### src/verilog/ccl_pkg.sv
/*
 * constants, register map, field layout and types for the usb charger
 * register bank with its indicator blinker.
 * assumes one 25 MHz clock and a synchronous active-low reset.
 */
package ccl_pkg;
	localparam logic [6:0] I2C_ADDR     = 7'h6B;
	localparam logic [7:0] REG_CHG      = 8'h04;
	localparam logic [7:0] REG_SPV      = 8'h05;
	localparam logic [7:0] REG_LIM      = 8'h06;
	localparam logic [7:0] REG_LED      = 8'h07;
	localparam logic [7:0] CHG_RST      = 8'h01;
	localparam logic [7:0] SPV_RST      = 8'h24;
	localparam logic [7:0] LIM_RST      = 8'h40;
	localparam logic [7:0] LED_RST      = 8'h82;
	localparam logic [7:0] CHG_WR_MASK  = 8'h7F;
	localparam logic [7:0] SPV_WR_MASK  = 8'hA7;
	localparam logic [7:0] LED_WR_MASK  = 8'hDF;
	localparam int         CHG_RESET_B  = 7;
	localparam int         FAST_MSB     = 6;
	localparam int         FAST_LSB     = 4;
	localparam int         TERM_MSB     = 2;
	localparam int         USB_B        = 6;
	localparam int         REDUCED_B    = 5;
	localparam int         PM_B         = 4;
	localparam int         AC_B         = 3;
	localparam int         SPV_MSB      = 2;
	localparam int         LIM_I_MSB    = 7;
	localparam int         LIM_I_LSB    = 4;
	localparam int         LIM_V_MSB    = 3;
	localparam int         LED_I_MSB    = 7;
	localparam int         LED_I_LSB    = 6;
	localparam int         LED_FOLLOW_B = 4;
	localparam int         LED_ON_MSB   = 3;
	localparam int         LED_ON_LSB   = 2;
	localparam int         LED_OFF_MSB  = 1;
	// 1.25 A on 68 mOhm is 85.0 mV = 37.4 mV + 7 steps of 6.8 mV
	localparam logic [3:0] USB_MAX_CODE = 4'h7;
	localparam int         CLK_HZ       = 25000000;
	localparam int         LED_TICK_MS  = 10;
	localparam int         LED_TICK_CYC = CLK_HZ / 1000 * LED_TICK_MS;
	localparam int         ON0_MS       = 130;
	localparam int         ON1_MS       = 260;
	localparam int         ON2_MS       = 520;
	localparam int         OFF0_MS      = 390;
	localparam int         OFF1_MS      = 780;
	localparam int         OFF2_MS      = 1560;
	localparam int         OFF3_MS      = 3120;
	localparam logic [8:0] ON0_T        = 9'(ON0_MS / LED_TICK_MS);
	localparam logic [8:0] ON1_T        = 9'(ON1_MS / LED_TICK_MS);
	localparam logic [8:0] ON2_T        = 9'(ON2_MS / LED_TICK_MS);
	localparam logic [8:0] OFF0_T       = 9'(OFF0_MS / LED_TICK_MS);
	localparam logic [8:0] OFF1_T       = 9'(OFF1_MS / LED_TICK_MS);
	localparam logic [8:0] OFF2_T       = 9'(OFF2_MS / LED_TICK_MS);
	localparam logic [8:0] OFF3_T       = 9'(OFF3_MS / LED_TICK_MS);
	localparam logic [1:0] ON_CONST     = 2'h3;

	typedef struct packed {
		logic       reduced;
		logic [3:0] sense_code;
		logic [2:0] term_code;
		logic [2:0] special_volt;
		logic [3:0] max_reg_volt;
	} ccl_chg_s;

	typedef enum logic [4:0] {
		ST_IDLE = 5'h01,
		ST_RX   = 5'h02,
		ST_RACK = 5'h04,
		ST_TX   = 5'h08,
		ST_TACK = 5'h10
	} ccl_state_e;
endpackage : ccl_pkg

### src/verilog/ccl_regs.sv
/*
 * usb charger register bank: i2c slave, registers 04..07, charge current
 * clamp and indicator blinker.
 * assumes scl/sda already synchronous to clk_i and slow against 25 MHz;
 * the bench resolves the open-drain sda wire from sda_oe_n_o.
 */
`timescale 1ns/1ns
module ccl_regs #(
	parameter int unsigned TICK_CYCLES = ccl_pkg::LED_TICK_CYC
) (
	input  wire logic             clk_i,
	input  wire logic             rst_n_i,
	input  wire logic             scl_i,
	input  wire logic             sda_i,
	output wire logic             sda_o,
	output wire logic             sda_oe_n_o,
	input  wire logic             usb_supply_detect_i,
	input  wire logic             power_mgmt_active_flag_i,
	input  wire logic             ac_supply_detect_i,
	input  wire logic             charging_active_i,
	output      logic             charger_reset_o,
	output      ccl_pkg::ccl_chg_s chg_ctrl_o,
	output      logic [1:0]       indicator_current_code_o,
	output      logic             indicator_drive_o
);
	ccl_pkg::ccl_state_e state_reg, state_next;
	logic [7:0] chg_reg, spv_reg, lim_reg, led_reg;
	logic       lim_locked_reg;
	logic       scl_d_reg, sda_d_reg;
	logic [7:0] sh_reg;
	logic [3:0] bit_reg;
	logic [1:0] phase_reg;
	logic       rw_reg, ack_ok_reg, drv_low_reg;
	logic [7:0] ptr_reg;
	logic [17:0] tb_reg;
	logic [8:0] ph_cnt_reg;
	logic       ph_on_reg;
	logic [3:0] tfield_reg;

	function automatic logic [7:0] read_mux(input logic [7:0] a,
		input logic [7:0] c, input logic [7:0] s, input logic [7:0] l,
		input logic [7:0] e, input logic u, input logic d, input logic v);
		read_mux = 8'h00;
		if (a == ccl_pkg::REG_CHG) begin
			read_mux = c & ccl_pkg::CHG_WR_MASK;
		end else if (a == ccl_pkg::REG_SPV) begin
			read_mux = s & ccl_pkg::SPV_WR_MASK;
			read_mux[ccl_pkg::USB_B] = u;
			read_mux[ccl_pkg::PM_B] = d;
			read_mux[ccl_pkg::AC_B] = v;
		end else if (a == ccl_pkg::REG_LIM) begin
			read_mux = l;
		end else if (a == ccl_pkg::REG_LED) begin
			read_mux = e & ccl_pkg::LED_WR_MASK;
		end
	endfunction : read_mux

	function automatic logic [8:0] led_len(input logic [1:0] c,
		input logic on);
		led_len = ccl_pkg::OFF3_T;
		if (on) begin
			unique case (c)
				2'h0: led_len = ccl_pkg::ON0_T;
				2'h1: led_len = ccl_pkg::ON1_T;
				default: led_len = ccl_pkg::ON2_T;
			endcase
		end else begin
			unique case (c)
				2'h0: led_len = ccl_pkg::OFF0_T;
				2'h1: led_len = ccl_pkg::OFF1_T;
				2'h2: led_len = ccl_pkg::OFF2_T;
				default: led_len = ccl_pkg::OFF3_T;
			endcase
		end
	endfunction : led_len

	// bus events
	wire scl_rise = scl_i & ~scl_d_reg;
	wire scl_fall = ~scl_i & scl_d_reg;
	wire start_ev = scl_i & scl_d_reg & sda_d_reg & ~sda_i;
	wire stop_ev  = scl_i & scl_d_reg & ~sda_d_reg & sda_i;
	wire byte_end = (state_reg == ccl_pkg::ST_RX) & scl_fall
		& (bit_reg == 4'h8);
	wire addr_hit = (sh_reg[7:1] == ccl_pkg::I2C_ADDR);
	wire wr_data  = byte_end & (phase_reg == 2'h2);
	wire wr_chg   = wr_data & (ptr_reg == ccl_pkg::REG_CHG);
	wire wr_spv   = wr_data & (ptr_reg == ccl_pkg::REG_SPV);
	wire wr_lim   = wr_data & (ptr_reg == ccl_pkg::REG_LIM)
		& ~lim_locked_reg;
	wire wr_led   = wr_data & (ptr_reg == ccl_pkg::REG_LED);
	wire [7:0] rd_data = read_mux(ptr_reg, chg_reg, spv_reg, lim_reg,
		led_reg, usb_supply_detect_i, power_mgmt_active_flag_i,
		ac_supply_detect_i);
	wire tx_load  = (state_reg == ccl_pkg::ST_RACK) & scl_fall & rw_reg
		| (state_reg == ccl_pkg::ST_TACK) & scl_fall & ack_ok_reg;
	wire tx_done  = (state_reg == ccl_pkg::ST_TX) & scl_fall
		& (bit_reg == 4'h7);

	// only a low is ever driven; a one is the released wire
	assign sda_o      = 1'b0;
	assign sda_oe_n_o = ~drv_low_reg;

	always_comb begin
		state_next = state_reg;
		unique case (state_reg)
			ccl_pkg::ST_IDLE: state_next = ccl_pkg::ST_IDLE;
			ccl_pkg::ST_RX: begin
				if (byte_end) begin
					state_next = (phase_reg != 2'h0 || addr_hit)
						? ccl_pkg::ST_RACK : ccl_pkg::ST_IDLE;
				end
			end
			ccl_pkg::ST_RACK: begin
				if (scl_fall) begin
					state_next = rw_reg ? ccl_pkg::ST_TX : ccl_pkg::ST_RX;
				end
			end
			ccl_pkg::ST_TX: begin
				if (tx_done) begin
					state_next = ccl_pkg::ST_TACK;
				end
			end
			ccl_pkg::ST_TACK: begin
				if (scl_fall) begin
					state_next = ack_ok_reg ? ccl_pkg::ST_TX
						: ccl_pkg::ST_IDLE;
				end
			end
			default: state_next = ccl_pkg::ST_IDLE;
		endcase
		if (start_ev) begin
			state_next = ccl_pkg::ST_RX;
		end else if (stop_ev) begin
			state_next = ccl_pkg::ST_IDLE;
		end
	end

	always_ff @(posedge clk_i) begin
		if (!rst_n_i) begin
			state_reg <= ccl_pkg::ST_IDLE;
			scl_d_reg <= 1'b1;
			sda_d_reg <= 1'b1;
			sh_reg <= 8'h00;
			bit_reg <= 4'h0;
			phase_reg <= 2'h0;
			rw_reg <= 1'b0;
			ack_ok_reg <= 1'b0;
			drv_low_reg <= 1'b0;
			ptr_reg <= 8'h00;
		end else begin
			state_reg <= state_next;
			scl_d_reg <= scl_i;
			sda_d_reg <= sda_i;
			if (start_ev) begin
				bit_reg <= 4'h0;
				phase_reg <= 2'h0;
				rw_reg <= 1'b0;
				drv_low_reg <= 1'b0;
			end else if (stop_ev) begin
				drv_low_reg <= 1'b0;
			end else if (state_reg == ccl_pkg::ST_RX) begin
				if (scl_rise) begin
					sh_reg <= {sh_reg[6:0], sda_i};
					bit_reg <= bit_reg + 4'h1;
				end
				if (byte_end) begin
					drv_low_reg <= (phase_reg != 2'h0) | addr_hit;
					if (phase_reg == 2'h0) begin
						rw_reg <= sh_reg[0];
						phase_reg <= 2'h1;
					end else if (phase_reg == 2'h1) begin
						ptr_reg <= sh_reg;
						phase_reg <= 2'h2;
					end else begin
						ptr_reg <= ptr_reg + 8'h01;
					end
				end
			end else if (state_reg == ccl_pkg::ST_RACK) begin
				if (scl_fall) begin
					bit_reg <= 4'h0;
					drv_low_reg <= rw_reg & ~rd_data[7];
				end
			end else if (state_reg == ccl_pkg::ST_TX) begin
				if (scl_fall) begin
					bit_reg <= bit_reg + 4'h1;
					drv_low_reg <= ~tx_done & ~sh_reg[6];
					sh_reg <= {sh_reg[6:0], 1'b0};
					if (tx_done) begin
						ptr_reg <= ptr_reg + 8'h01;
					end
				end
			end else if (state_reg == ccl_pkg::ST_TACK) begin
				if (scl_rise) begin
					ack_ok_reg <= ~sda_i;
				end
				if (tx_load) begin
					bit_reg <= 4'h0;
					drv_low_reg <= ~rd_data[7];
				end
			end
			if (tx_load) begin
				sh_reg <= rd_data;
			end
		end
	end

	// register bank
	always_ff @(posedge clk_i) begin
		if (!rst_n_i) begin
			chg_reg <= ccl_pkg::CHG_RST;
			spv_reg <= ccl_pkg::SPV_RST;
			lim_reg <= ccl_pkg::LIM_RST;
			led_reg <= ccl_pkg::LED_RST;
			lim_locked_reg <= 1'b0;
			charger_reset_o <= 1'b0;
		end else begin
			charger_reset_o <= wr_chg & sh_reg[ccl_pkg::CHG_RESET_B];
			if (wr_chg) begin
				chg_reg <= sh_reg & ccl_pkg::CHG_WR_MASK;
			end
			if (wr_spv) begin
				spv_reg <= sh_reg & ccl_pkg::SPV_WR_MASK;
			end
			if (wr_lim) begin
				lim_reg <= sh_reg;
				lim_locked_reg <= 1'b1;
			end
			if (wr_led) begin
				led_reg <= sh_reg & ccl_pkg::LED_WR_MASK;
			end
		end
	end

	// charge control outputs
	wire [3:0] fast_code = {1'b0,
		chg_reg[ccl_pkg::FAST_MSB:ccl_pkg::FAST_LSB]};
	wire [3:0] lim_code = lim_reg[ccl_pkg::LIM_I_MSB:ccl_pkg::LIM_I_LSB];
	wire [3:0] usb_code = (fast_code > ccl_pkg::USB_MAX_CODE)
		? ccl_pkg::USB_MAX_CODE : fast_code;
	wire [3:0] eff_code = (usb_code > lim_code) ? lim_code : usb_code;

	always_ff @(posedge clk_i) begin
		if (!rst_n_i) begin
			chg_ctrl_o <= '0;
		end else begin
			chg_ctrl_o.reduced <= spv_reg[ccl_pkg::REDUCED_B];
			chg_ctrl_o.sense_code <= eff_code;
			chg_ctrl_o.term_code <= chg_reg[ccl_pkg::TERM_MSB:0];
			chg_ctrl_o.special_volt <= spv_reg[ccl_pkg::SPV_MSB:0];
			chg_ctrl_o.max_reg_volt <= lim_reg[ccl_pkg::LIM_V_MSB:0];
		end
	end

	// indicator blinker on a slow timebase; restart avoids a stale phase
	wire [1:0] on_code  = led_reg[ccl_pkg::LED_ON_MSB:ccl_pkg::LED_ON_LSB];
	wire [1:0] off_code = led_reg[ccl_pkg::LED_OFF_MSB:0];
	wire [1:0] i_code   = led_reg[ccl_pkg::LED_I_MSB:ccl_pkg::LED_I_LSB];
	wire led_en = (i_code != 2'h0) & (led_reg[ccl_pkg::LED_FOLLOW_B]
		| charging_active_i);
	wire restart = ({on_code, off_code} != tfield_reg);
	wire tick = (tb_reg == 18'(TICK_CYCLES - 1));
	wire [8:0] ph_len = led_len(ph_on_reg ? on_code : off_code,
		ph_on_reg);
	wire ph_end = tick & (ph_cnt_reg + 9'h001 >= ph_len);

	always_ff @(posedge clk_i) begin
		if (!rst_n_i) begin
			tb_reg <= 18'h00000;
			ph_cnt_reg <= 9'h000;
			ph_on_reg <= 1'b1;
			tfield_reg <= ccl_pkg::LED_RST[3:0];
			indicator_drive_o <= 1'b0;
			indicator_current_code_o <= 2'h0;
		end else begin
			tb_reg <= tick ? 18'h00000 : tb_reg + 18'h00001;
			tfield_reg <= {on_code, off_code};
			indicator_current_code_o <= i_code;
			if (!led_en || restart) begin
				ph_cnt_reg <= 9'h000;
				ph_on_reg <= 1'b1;
			end else if (ph_end) begin
				ph_cnt_reg <= 9'h000;
				ph_on_reg <= ~ph_on_reg;
			end else if (tick) begin
				ph_cnt_reg <= ph_cnt_reg + 9'h001;
			end
			indicator_drive_o <= led_en
				& ((on_code == ccl_pkg::ON_CONST) | ph_on_reg);
		end
	end

	chk_reset_pulse: assert property (@(posedge clk_i) disable iff (!rst_n_i)
		wr_chg && sh_reg[7] |=> charger_reset_o ##1 !charger_reset_o)
		else $error("charger reset pulse wrong");
	chk_reset_reads: assert property (@(posedge clk_i) disable iff (!rst_n_i)
		ptr_reg == ccl_pkg::REG_CHG |-> !rd_data[7])
		else $error("reset bit read as one");
	chk_current_clamp: assert property (@(posedge clk_i) disable iff (!rst_n_i)
		##1 chg_ctrl_o.sense_code <= 4'h7
		&& chg_ctrl_o.sense_code <= $past(lim_code))
		else $error("charge code above clamp");
	chk_usb_flag: assert property (@(posedge clk_i) disable iff (!rst_n_i)
		ptr_reg == ccl_pkg::REG_SPV |-> rd_data[6] == usb_supply_detect_i
		&& rd_data[4] == power_mgmt_active_flag_i)
		else $error("status bits misread");
	chk_reduced_sel: assert property (@(posedge clk_i) disable iff (!rst_n_i)
		wr_spv ##1 1'b1 |=> chg_ctrl_o.reduced == $past(sh_reg[5], 2))
		else $error("reduced select not applied");
	chk_limit_once: assert property (@(posedge clk_i) disable iff (!rst_n_i)
		lim_locked_reg |=> $stable(lim_reg) && lim_locked_reg)
		else $error("safety limit rewritten");
	chk_led_const: assert property (@(posedge clk_i) disable iff (!rst_n_i)
		led_en && on_code == 2'h3 |=> indicator_drive_o)
		else $error("constant on not lit");
	chk_led_off: assert property (@(posedge clk_i) disable iff (!rst_n_i)
		!led_en |=> !indicator_drive_o)
		else $error("led lit while disabled");
	chk_addr_nack: assert property (@(posedge clk_i) disable iff (!rst_n_i)
		byte_end && phase_reg == 2'h0 && !addr_hit |=> sda_oe_n_o [*2])
		else $error("foreign address acknowledged");
	chk_blink_restart: assert property (@(posedge clk_i) disable iff (!rst_n_i)
		led_en && restart |=> ph_on_reg && ph_cnt_reg == 9'h000)
		else $error("blink not restarted");
endmodule : ccl_regs

### config.mk
export PLATFORM = sky130hd
export DESIGN_NAME = ccl_regs
export DESIGN_NICKNAME = d
export VERILOG_FILES = /design/src/verilog/ccl_pkg.sv /design/src/verilog/ccl_regs.sv
export SDC_FILE = /design/constraint.sdc
export NUM_CORES = 1
export LEC_CHECK = 0
export BUFFER_PORTS_ARGS = -buffer_cell sky130_fd_sc_hd__buf_2
export CORE_MARGIN = 2
export CORE_UTILIZATION = 40
export DETAILED_ROUTE_END_ITERATION = 10
export GPL_TIMING_DRIVEN = 0
export PLACE_DENSITY_LB_ADDON = 0.2
export SLEW_MARGIN = 15
export SYNTH_ARGS = -nofsm -noshare
export SYNTH_HDL_FRONTEND = slang
export SYNTH_SLANG_ARGS = --single-unit
### constraint.sdc
create_clock -name clk_i -period 4 [get_ports clk_i]
set_clock_uncertainty 0.05 [all_clocks]
set_input_delay 0.6 -clock clk_i [delete_from_list [all_inputs] [get_ports clk_i]]
set_output_delay 0.6 -clock clk_i [all_outputs]
set_load 0.1 [all_outputs]
# Yosys cells after proc, flatten, opt, wreduce, memory -nomap -nowiden
# Index checks and enable logic that the tools add are counted.
# word_totals
ff_bits	111
romBits	0
mem_count	0
word_cells	200
latchBits	0
input_bits	8
ramBits	0
# op_classes
multipliers	0
n_eq_ne	35
shifts	0
n_reduce_logical	29
muxes	54
n_lt_le_gt_ge	3
addsub	4
n_div	0
bitwise	47
# ops
op	count
two-way mux 8 bit	20
two-way mux 4 bit	11
== test 8 x 3 -> 1 bit, second input constant	4
AND 1 bit	27
one-hot mux 9 bit (3 select lines)	1
two-way mux 5 bit	4
one-hot mux 5 bit (4 select lines)	1
adder 18 x 1 -> 18 bit, second input constant	1
== test 18 bit, second input constant	1
inequality test 4 bit, second input constant	4
inverter 1 bit	16
AND reduction 4 bit	4
inequality test 2 bit, second input constant	7
inequality test 3 bit, second input constant	4
one-hot mux 6 bit (2 select lines)	1
AND reduction 6 bit	2
nonzero test 2 bit	6
two-way mux 2 bit	5
adder 9 x 1 -> 9 bit, second input constant	1
greater-or-equal comparator 9 bit	1
two-way mux 9 bit	1
adder 8 x 1 -> 8 bit, second input constant	1
two-way mux 1 bit	8
AND reduction 8 bit	1
25 further kinds	40

# Logic depth before layout (Yosys ltp)
# depth
depth_word	11
ltp_mapped	12

# Worst setup path after synthesis
# No wires, ideal clock.
# synth_timing
kind	flip-flop to flip-flop
from	reg ph_on_reg
to	reg ph_cnt_reg[1]
stages_incl_launch_ff	13
synth_period_minus_slack_ns	3.001
path_slack_ns	0.999
arrival_time_ns	2.879
n_path_buf	2
path_cell_list	dfxtp_1 > clkbuf_1 > clkbuf_1 > o21a_1 > inv_1 > ha_1 > mux2_2 > ha_1 > nor3_1 > o21ai_0 > a2111oi_0 > o31ai_2 > a21oi_1
# synth_via
elab_chain_len	7
# synth_rtl
element	line_no	source
from (decl)	ccl_regs.sv:37	logic ph_on_reg;
from (signal assigned)	ccl_regs.sv:283	ph_on_reg <= ~ph_on_reg;
two-way mux 2 bit	ccl_regs.sv:262	wire [8:0] ph_len = led_len(ph_on_reg ? on_code : off_code,
== test 2 bit, or another cell as far along	ccl_regs.sv:68	unique case (c)
one-hot mux 9 bit (3 select lines) or one-hot mux 6 bit (2 select lines) (tied branches)	ccl_regs.sv:68, ccl_regs.sv:62	
two-way mux 9 bit (*)	ccl_regs.sv:61	if (on) begin
greater-or-equal comparator 9 bit (*)	ccl_regs.sv:264	wire ph_end = tick & (ph_cnt_reg + 9'h001 >= ph_len);
AND 1 bit (*)	ccl_regs.sv:264	
OR reduction 3 bit (no line) (*)	-	
to (signal assigned)	ccl_regs.sv:285	ph_cnt_reg <= ph_cnt_reg + 9'h001;
to (decl)	ccl_regs.sv:36	logic [8:0] ph_cnt_reg;
# Mark *: on every way between the ends. The rest lies on a longest branch, timed or not.
# A chain may end at the register's enable or synchronous reset.

# Worst setup path after layout
# Same ends and word-level chain as after synthesis.

==> out/results.txt <==
RSZ-0062 raised after global routing: no
DR WL/cell: 16.0 microns
worst skew pair latency: 0.36 ns
# Post-CTS Setup Buffers: 0
Core ar.: 13900 sq um
Core Rows: 43
Reg power frac: 52.3%
die area: 15300 sq um
depth of the CTS H-tree: 3
routed wire length: 14.4 mm
Starting Density: 41.1%
Final Critical Period: 3.64 ns
Sum Neg Setup Slack: 0 ns
hold_buf cts: 0
Vias/cell: 5.42
Slew headroom: 39.3%
antenna-violating nets left: 0
fin crit share: 91.1%
CP top delay family: compound AO/OA/AOI/OAI gates
metal2 WL: 6.75 mm
First DRT Iteration DRCs: 289
routability-driven placement congestion ratio: 0.940
CTS Buf Count: 9
Sink Count: 111
Netlist cell types: 70
first-pass GRT wire length: 24.0 mm
via count: 4882
Static Leak: 2.51 nW
DPL Wire Length: 10.4 mm
GRT Total Usage: 20.2%
Max clock buf depth: 2
I/O Buffers: 26
uppermost layer routed: met4
max reg flops: 18
fin. max-slew vios: 0
Syn Area/Cell: 8.45 sq um
largest net degree at the start of global routing: 23
vias in the first global route: 4801
Switching Fraction: 26.0%
Psw: 0.555 mW
Final nets: 751
Critical Path Source Type: flip-flop
Clk pwr share: 43.4%
CP peak stage delay: 0.78 ns
P per Cell Area: 333 nW/um^2
die height: 124 microns
Remaining Overflow, GRT: 0
Setup violations, final: 0
CP Capture Type: flip-flop
outcome: completed
share of cells above drive strength 1: 8.46%
master of the slowest instance on the critical path: a2111oi_0
FMAX: 0.274 GHz
top_reg_cell synth: dfxtp_1
Post-route DRC: 0
Synth warnings: 0
Synth async-reset ratio: 0%
cell-internal power: 1.58 mW
post-synthesis sequential area ratio: 38.8%
CTS Root Cell: clkbuf_16
I/O pin count: 29
slew at the pin closest to its max-slew limit: 0.899 ns
Critical Path RT: 4.23 ns
CP bufs+invs: 3
initial antenna violation count: 0
Reg clk slew, reported paths: 0.08 ns
cell area after synthesis: 5730 sq um
routed wl met3: 533 microns
max_cap viols: 0
Hold Vio Cnt, Final: 0
maximum VDD drop: 0.244 mV
Post-synth EDFFs: 0
Resized Gates After CTS: 0
1st-pass router iterations: 5
Area growth syn-to-layout: 11.7%
class of the worst hold path: reg -> reg
M1 WL: 6.92 mm
ant diodes: 0
CP Cell Sequence: clkbuf_1 -> clkbuf_1 -> o21a_1 -> inv_1 -> ha_1 -> mux2_2 -> ha_1 -> nor3_1 -> o21ai_0 -> a2111oi_0 -> o31ai_2 -> a21oi_1
crit path max fanout: 10
die span in x: 124 microns
WP data arrival: 3.88 ns
cell count after synthesis: 678
FF+latch count, synth: 111
Comb power frac: 4.4%
fin util: 45.9%
critical path class: reg -> reg
CTS tree: yes
[cell usage in the layout (no fill, tap or decap), drive strengths merged, types with 3 or more instances in the layout]
cell    synthesis  routed
o211ai          8       8
and2           18      18
a31oi           3       3
xor2           13      13
nand3          25      25
o311ai          3       3
mux2i          30      30
or2             3       3
buf            11      37
nor4            5       5
nor2           89      89
dfxtp         111     111
and3b           3       3
nor2b           9       9
clkbuf         28      37
nor4b           6       6
inv            31      33
nor3           19      19
nand2b         12      12
o21a            3       3
o21ai          26      26
a211oi         10      10
and3            6       6
or4             3       3
nand4           8       8
a22o            5       5
nor4bb          4       4
nand2          45      45
clkinv          0       3
o211a           3       3
o31ai           7       7
ha             27      27
a21oi          41      41
xnor2          27      27
[metal layers]
metal / vias up / track usage, %
li1: 2434 / -
met4: 0 / 7.03
met1: 2329 / 26.9
met2: 97 / 32.9
met5: - / 0
met3: 22 / 3.53
[power groups by stage]
stage          Clock, mW  Combinational (mW)  Sequential, mW
5_1_grt            0.997               0.102            1.12
3_3_place_gp           0              0.0934            1.14
4_1_cts            0.947              0.0931            1.12
6_report           0.926              0.0933            1.12
2_1_floorplan          0              0.0441            1.17
3_5_place_dp           0              0.0928            1.14
[final timing paths]
check             startpoint             to  slack [ns]  cells after the start
setup / recovery   ph_on_reg  ph_cnt_reg[1]        0.36                     12
hold / removal     tb_reg[0]      tb_reg[0]        0.42                      1
setup reg to reg   ph_on_reg  ph_cnt_reg[1]        0.36                     12
hold reg to reg    tb_reg[0]      tb_reg[0]        0.42                      1
[stage by stage]
step           hold WS (ns)  cells  power (mW)  setup WS [ns]  instance area [sq um]
2_1_floorplan         0.380    679        1.21          0.999                   5740
3_3_place_gp          0.403    885        1.24          0.567                   6090
3_5_place_dp          0.405    885        1.23          0.410                   6090
4_1_cts               0.423    901        2.16          0.392                   6400
5_1_grt               0.447    901        2.22         0.0600                   6400
6_report              0.418    901        2.13          0.355                   6400
[cell type report]
class,count,area [sq um]
clock buffers,9,225
fillers,1351,7530
repair buffers,26,130
plain buffers,39,168
well taps,180,225
inverters,31,116
flip-flops and latches,111,2220
multi-input cells,498,3230
clock inverters,7,86.3
[cells in the mapped netlist (2+ instances only)]
cell / instances / area (sq um)
inv_1: 31 / 116
a22oi_1: 2 / 15.0
and2_1: 18 / 113
nor4_1: 5 / 31.3
o221ai_1: 2 / 17.5
ha_1: 27 / 338
dfxtp_1: 111 / 2220
and4_1: 2 / 17.5
nand3b_1: 2 / 15.0
o21ai_1: 2 / 10.0
o211a_1: 3 / 30.0
nor3b_1: 2 / 15.0
or3_1: 2 / 12.5
o21ai_0: 24 / 120
xnor2_1: 27 / 236
mux2_2: 2 / 22.5
nor3_1: 19 / 95.1
and3b_1: 3 / 26.3
or4_1: 2 / 15.0
nor4bb_1: 4 / 40.0
or2_2: 2 / 12.5
a22o_1: 5 / 43.8
o211ai_1: 8 / 60.1
nand2b_1: 12 / 75.1
nand3_1: 24 / 120
and3_1: 6 / 37.5
o21a_1: 3 / 22.5
nand2_1: 45 / 169
nor4b_1: 5 / 43.8
clkbuf_1: 28 / 105
nor2b_1: 9 / 56.3
o31a_1: 2 / 17.5
o31ai_1: 6 / 45.0
buf_2: 8 / 40.0
xor2_1: 13 / 114
a21oi_1: 41 / 205
a31oi_1: 3 / 18.8
mux2i_1: 30 / 300
o311ai_0: 2 / 17.5
a211oi_1: 10 / 75.1
a21o_1: 2 / 15.0
nand4_1: 8 / 50.1
nor2_1: 89 / 334
[cells by family (layout without fill, tap and decap cells)]
logic type,after synthesis,after routing,synth area share (%)
muxes,32,32,5.63
adders and majority gates,27,27,5.89
xor gates and xnor gates,40,40,6.11
DFF,111,111,38.8
AOI/OAI and AO/OA,129,129,14.6
and+or+nand+nor,268,268,24.0
buffers and inverters,70,112,4.96
other,1,2,0.0654
Power figures use the tool's default switching activity.
